--- src/rtl/crs_cfg.svh ---
// crs_cfg.svh: timing counts and reset values for the clock and reset select block
// assumes clk_sys at 40 MHz stands in for the oscillator input
`ifndef CRS_CFG_SVH
`define CRS_CFG_SVH
`define CRS_RST_PERIODS 64
`define CRS_SOF_STATES 8
`define CRS_DIV_FULL 4
`define CRS_DIV_HALF 2
`define CRS_LC_RESET 1'b1
`endif

--- src/rtl/crs_pkg.sv ---
// crs_pkg.sv: types shared by the clock and reset select block
// assumes nothing beyond crs_cfg.svh
package crs_pkg;
	typedef enum logic {CRS_LS, CRS_FS} crs_speed_e;
	typedef logic [1:0] crs_div_t;
endpackage

--- src/rtl/crs_clock_reset_select.sv ---
// crs_clock_reset_select.sv: core clock rate select, reset qualify, strap
// latch and start-of-frame strobe
// assumes pin inputs arrive asynchronous to clk_sys; clk_sys is the
// oscillator input; core clock is given as a one-cycle enable pulse
`include "crs_cfg.svh"
`timescale 1ns/100ps
`default_nettype none
// Behaviour
// - both selects low: 6MHz, LS, 3MHz core
// - pll high, fs low, lc clear: 6MHz
// - pll high, fs low, lc set: 3MHz
// - both high, lc clear: PLL, FS, 6MHz
// - both high, lc set: PLL, FS, 3MHz
// - reset sets the low-clock bit
// - low-clock bit writable at any time outside reset
// - USB 1.5 or 12 Mbps, 4x sampling
// - reset after 64 oscillator periods high
// - port reset immediately while reset pin high
// - reset pin exits idle and power-down
// - latch external-fetch strap at reset
// - continuous SE0 holds device in reset
// - 8-state active-low SOF strobe when locked
module crs_clock_reset_select
	import crs_pkg::*;
(
	// clock and reset
	input wire logic clk_sys,
	input wire logic rst,
	// pins
	input wire logic reset_pin,
	input wire logic pll_select_pin,
	input wire logic full_speed_select_pin,
	input wire logic external_fetch_strap,
	input wire logic usb_se0,
	// firmware control
	input wire logic low_clock_wr,
	input wire logic low_clock_wdata,
	input wire logic low_power_mode,
	// frame timer
	input wire logic frame_locked,
	input wire logic sof_event,
	// outputs
	output logic low_clock_bit,
	output logic core_clk_en,
	output logic pll_enable,
	output crs_pkg::crs_speed_e usb_speed,
	output logic usb_sample_en,
	output logic osc_is_12mhz,
	output logic port_reset,
	output logic core_reset,
	output logic wake_normal,
	output logic internal_fetch_en,
	output logic sof_strobe_n
);
	import crs_pkg::*;

	logic rpin_m_q, rpin_q, pll_m_q, pll_q, fs_m_q, fs_q;
	logic ea_m_q, ea_q, se0_m_q, se0_q;
	logic [6:0] rcnt_q;
	logic core_rst_d;
	logic lc_q;
	logic [1:0] cdiv_q;
	logic ldiv_q;
	logic [3:0] sof_cnt_q;
	crs_div_t div_sel;

	// two-stage synchronisers on every pin
	always_ff @(posedge clk_sys)
	begin
		rpin_m_q <= reset_pin;
		rpin_q <= rpin_m_q;
		pll_m_q <= pll_select_pin;
		pll_q <= pll_m_q;
		fs_m_q <= full_speed_select_pin;
		fs_q <= fs_m_q;
		ea_m_q <= external_fetch_strap;
		ea_q <= ea_m_q;
		se0_m_q <= usb_se0;
		se0_q <= se0_m_q;
	end

	// port reset follows the pin with no oscillator-qualified count
	always_ff @(posedge clk_sys)
		port_reset <= rst | rpin_q;

	// qualify reset pin over 64 periods; SE0 also holds reset
	always_ff @(posedge clk_sys)
	begin
		if (rst || !rpin_q)
			rcnt_q <= '0;
		else if (rcnt_q != 7'(`CRS_RST_PERIODS))
			rcnt_q <= rcnt_q + 7'h01;
	end
	assign core_rst_d = rst || (rcnt_q == 7'(`CRS_RST_PERIODS)) || se0_q;
	always_ff @(posedge clk_sys)
	begin
		core_reset <= core_rst_d;
		wake_normal <= core_rst_d & low_power_mode;
	end

	// strap caught at reset, held while running
	always_ff @(posedge clk_sys)
		if (core_rst_d)
			internal_fetch_en <= ea_q;

	// low-clock bit: set by reset, written by firmware any time reset is not active
	always_ff @(posedge clk_sys)
	begin
		if (core_rst_d)
			lc_q <= `CRS_LC_RESET;
		else if (low_clock_wr)
			lc_q <= low_clock_wdata;
	end
	assign low_clock_bit = lc_q;

	// 6 MHz oscillator or lc set gives the slower divider; value is the
	// reload count of the divider, one less than its period
	always_comb
	begin
		if (!pll_q || lc_q)
			div_sel = crs_div_t'(`CRS_DIV_FULL - 1);
		else
			div_sel = crs_div_t'(`CRS_DIV_HALF - 1);
	end

	// rate only changes at a pulse boundary, so no short pulse appears
	always_ff @(posedge clk_sys)
	begin
		if (rst)
		begin
			cdiv_q <= '0;
			core_clk_en <= 1'b0;
		end
		else if (cdiv_q == 2'h0)
		begin
			cdiv_q <= div_sel;
			core_clk_en <= 1'b1;
		end
		else
		begin
			cdiv_q <= cdiv_q - 2'h1;
			core_clk_en <= 1'b0;
		end
	end

	// rate selection and USB sampling enable
	always_ff @(posedge clk_sys)
	begin
		if (rst)
		begin
			pll_enable <= 1'b0;
			usb_speed <= CRS_LS;
			osc_is_12mhz <= 1'b0;
			usb_sample_en <= 1'b0;
			ldiv_q <= 1'b0;
		end
		else
		begin
			pll_enable <= pll_q & fs_q;
			usb_speed <= (pll_q & fs_q) ? CRS_FS : CRS_LS;
			osc_is_12mhz <= pll_q;
			ldiv_q <= ~ldiv_q;
			// stand-in: full speed samples every cycle, low speed every other
			usb_sample_en <= (pll_q & fs_q) | ldiv_q;
		end
	end

	// SOF strobe: 8 states, started only while the frame timer is locked
	always_ff @(posedge clk_sys)
	begin
		if (core_rst_d)
		begin
			sof_cnt_q <= '0;
			sof_strobe_n <= 1'b1;
		end
		else if (sof_event && frame_locked)
		begin
			sof_cnt_q <= 4'(`CRS_SOF_STATES);
			sof_strobe_n <= 1'b0;
		end
		else if (sof_cnt_q != 4'h0)
		begin
			if (core_clk_en)
				sof_cnt_q <= sof_cnt_q - 4'h1;
			// stays low until the last state time is used up
			sof_strobe_n <= (sof_cnt_q == 4'h1) && core_clk_en;
		end
		else
			sof_strobe_n <= 1'b1;
	end
endmodule // crs_clock_reset_select
`default_nettype wire

--- config.mk ---
export PLATFORM = sky130hd
export DESIGN_NAME = crs_clock_reset_select
export DESIGN_NICKNAME = d
export VERILOG_FILES = /design/src/rtl/crs_pkg.sv /design/src/rtl/crs_clock_reset_select.sv
export VERILOG_INCLUDE_DIRS = /design/src /design/src/rtl
export SDC_FILE = /design/constraint.sdc
export NUM_CORES = 1
export LEC_CHECK = 0
export CELL_PAD_IN_SITES_DETAIL_PLACEMENT = 1
export CELL_PAD_IN_SITES_GLOBAL_PLACEMENT = 1
export CORE_MARGIN = 1.5
export CORE_UTILIZATION = 45
export DETAILED_ROUTE_END_ITERATION = 10
export DONT_BUFFER_PORTS = 1
export PLACE_DENSITY_LB_ADDON = 0.1
export SLEW_MARGIN = 20
export SYNTH_ARGS = -nofsm -noshare
export SYNTH_HDL_FRONTEND = slang
export SYNTH_SLANG_ARGS = --single-unit
--- constraint.sdc ---
create_clock -name clk_sys -period 1.56 [get_ports clk_sys]
set_input_delay 0 -clock clk_sys [delete_from_list [all_inputs] [get_ports clk_sys]]
set_output_delay 0 -clock clk_sys [all_outputs]
set_load 0.03 [all_outputs]
==> flow_summary_export.csv <==
group,metric,value,unit
run_status,status,"finished clean",
floorplan,placementRows,18,
global_route,grt-ovfl-total,0,
finish,top_register,"rcnt_q",
cts,cts_tree,"done",
finish,reg_top3,"rcnt_q: 7 flops, sof_cnt_q: 4 flops, cdiv_q: 2 flops",
global_route,grt_pass1_vias,845,
sta,tns,0,ns
floorplan,die_area,2900,µm²
cts,cts_setup_buffers,0,
critical_path,crit_arrival,1.52,ns
synthesis,yosys_register_bits,34,
floorplan,num_io_pins,23,
cts,clkTransAtPathRegs,0.10,ns
finish,finalNetCount,143,
critical_path,required,1.59,ns
floorplan,die_h,53.9,µm
critical_path,r2r.worst_path.cells,2,
synthesis,ys.flop_type,"dfxtp_1",
finish,area_growth,20.2,%
synthesis,synth.net_count,127,
cts,clockBufferDepth,2,
sta,max_freq,672,MHz
power,irDropWorstVdd,904,µV
synthesis,netlist_area,1160,µm²
critical_path,crit_path_top_delay_cell,"or4b_4",
cts,cts.sinks,34,
place,gp_congestion,0.765,
sta,drv_slew,0,
place,io_buffers,0,
min_path,holdCritPathClass,"input pin to flop",
finish,drive_gt1_share,13.3,%
synthesis,synth_edf_count,1,
detailed_routing,wl_per_cell,14.0,µm
critical_path,start_kind,"flop",
synthesis,yosysUniqueCellTypes,32,
critical_path,path_class,"flop to flop",
cts,numCtsBuffers,5,
run,drv_cap,0,
detailed_routing,viasPerCell,5.20,
detailed_routing,num_vias,821,
critical_path,endpoint_kind,"flop",
critical_path,cp_num_buf_inv,0,
floorplan,core-area,2450,µm²
power,power_density,1230,nW/µm²
global_route,grt_max_degree,12,
sta,period_share,95.4,%
global_route,antenna_found_initial,0,
power,p_leak,0.537,nW
critical_path,startpoint,"rcnt_q[5]",
global_route,grt_pass1_wl,3560,µm
critical_path,endpoint,"internal_fetch_en",
synthesis,netlist_instances,111,
cts,clk_latency,0.33,ns
cts,cts-root-buf,"clkbuf_4",
floorplan,start_util,47.4,%
global_route,grtUsageTotal,18.1,%
sta,worst_pin_slew,0.565,ns
synthesis,synthArstFlopShare,0,%
critical_path,crit_chain,"or4b_4, o21ai_4",
finish,largest_reg_flops,7,
critical_path,critPathMaxStageDelay,0.57,ns
sta,finalSetupViolCount,0,
sta,slew-limit-headroom,62.3,%
synthesis,yosysSeqAreaShare,59.4,%
finish,antenna-diode-count,0,
critical_path,crit_fanout,9,
cts,htree_levels,2,
detailed_routing,detail_route.first_pass.iterations,4,
synthesis,yosys_warnings,0,
sta,finalCriticalPeriod,1.49,ns
detailed_routing,drc,0,
sta,fin_worst_skew,0.00857,ns
sta,hold_viol,0,
detailed_routing,ant_nets,0,
sta,rsz0062_at_grt,"false",
critical_path,cp.depth,2,
detailed_routing,drtIter0Drc,9,
detailed_routing,drt_wl_total,2220,µm
critical_path,path_delay_family,"simple AND/OR/NAND/NOR gates",
place,place_hpwl,1490,µm
critical_path,reg2reg_to,"internal_fetch_en",
critical_path,timing.rr.start,"rcnt_q[5]",
critical_path,r2r_slack,0.07,ns
place,dp_cells,141,
finish,stdcell_count,158,
synthesis,syn_area_per_cell,10.5,µm²
floorplan,die_x,53.9,µm
==> per-layer routing <==
metal	GRT usage, %	part of all wire [%]
met1	18.7	43
met2	31.3	50
met3	8.33	4.7
met4	7.69	1.8
met5	0	0
==> synthesized netlist by cell type, drive strengths merged (3+ instances only) <==
cell	instances	share of area [%]
nor3	8	3.4
o21ai	5	3.1
a21oi	8	3.4
a211oi	3	1.9
and2	3	1.6
nand3	4	1.7
dfxtp	33	57
ha	4	4.3
nor2	9	2.9
nand2	4	1.3
inv	5	1.6
==> cells by family (layout without fill, tap and decap cells) <==
group,count (synthesis),in the layout,share of synthesized area (%)
AND/OR/NAND/NOR,44,44,21.2
flip-flops,34,34,59.4
AO/OA/AOI/OAI,18,18,10.0
buffers and inverters,8,25,2.90
adder cells (fa/ha/maj),4,4,4.30
XOR/XNOR,3,3,2.26
==> power by group <==
part | total (W) | internal (W) | switching [W]
clock | 0.000665 | 0.000383 | 0.000283
sequential | 0.000959 | 0.000912 | 0.0000477
combinational | 0.0000953 | 0.0000455 | 0.0000497
total | 0.00172 | 0.00134 | 0.000380
==> layout make-up <==
type                       count  area (µm²)
sequential                    34         691
timing repair buffer          12         113
clock inverter                 1        30.0
multi-input combinational     69         454
inverter                       5        18.8
fill                         264        1060
clock buffer                   7        55.1
tap                           30        37.5
==> timing repair <==
| action | 4_1_cts | 5_1_grt |
|---|---|---|
| hold buffers | 9 | 0 |
| endpoints found under the setup margin | 1 | 2 |
| hold endpoints to repair | 22 | 0 |
| resized for setup | 1 | 3 |
==> metrics by stage <==
stage / utilization [%] / instance area, µm² / setup WS (ns) / power, W / hold WS, ns
final: 57.0 / 1400 / 0.0711 / 0.00172 / 0.0282
after global placement: 49.2 / 1210 / 0.0957 / 0.00105 / 0.0278
after global routing: 57.0 / 1400 / 0.0191 / 0.00179 / 0.0524
after floorplan: - / 1160 / 0.145 / 0.00103 / 0.0277
after detailed placement: 49.2 / 1210 / 0.0144 / 0.00105 / 0.0278
after CTS: 56.5 / 1390 / 0.0177 / 0.00174 / 0.0207
==> worst min path at each step <==
stage	cells past startpoint	start	to
2_1_floorplan	0	external_fetch_strap	ea_m_q
3_3_place_gp	0	pll_select_pin	pll_m_q
3_5_place_dp	0	full_speed_select_pin	fs_m_q
4_1_cts	2	rst	rcnt_q[6]
5_1_grt	2	rst	rcnt_q[1]
6_report	2	rst	rcnt_q[6]
==> worst reg2reg max path: stages (launching register included) <==
cell and delay, ns:
dfxtp_1 0.36, or4b_4 0.57, o21ai_4 0.26
==> cell usage in the layout, fill, tap and decap left out, types with 2 or more instances in the layout <==
| cell | netlist | routed |
|---|---|---|
| nor2b_1 | 2 | 2 |
| inv_1 | 5 | 4 |
| xor2_1 | 2 | 2 |
| a21oi_1 | 8 | 8 |
| dfxtp_1 | 33 | 33 |
| or3_1 | 2 | 2 |
| a211oi_1 | 3 | 3 |
| nand2b_1 | 2 | 2 |
| o21ai_0 | 4 | 4 |
| dlygate4sd3_1 | 0 | 9 |
| buf_4 | 1 | 3 |
| nor2_1 | 9 | 9 |
| nor3_1 | 8 | 8 |
| nand2_1 | 4 | 4 |
| nor4_1 | 2 | 2 |
| clkbuf_4 | 0 | 5 |
| and2_1 | 2 | 2 |
| ha_1 | 4 | 3 |
| nor4b_1 | 2 | 2 |
| nand3_1 | 4 | 4 |
Power figures use the tool's default switching activity.
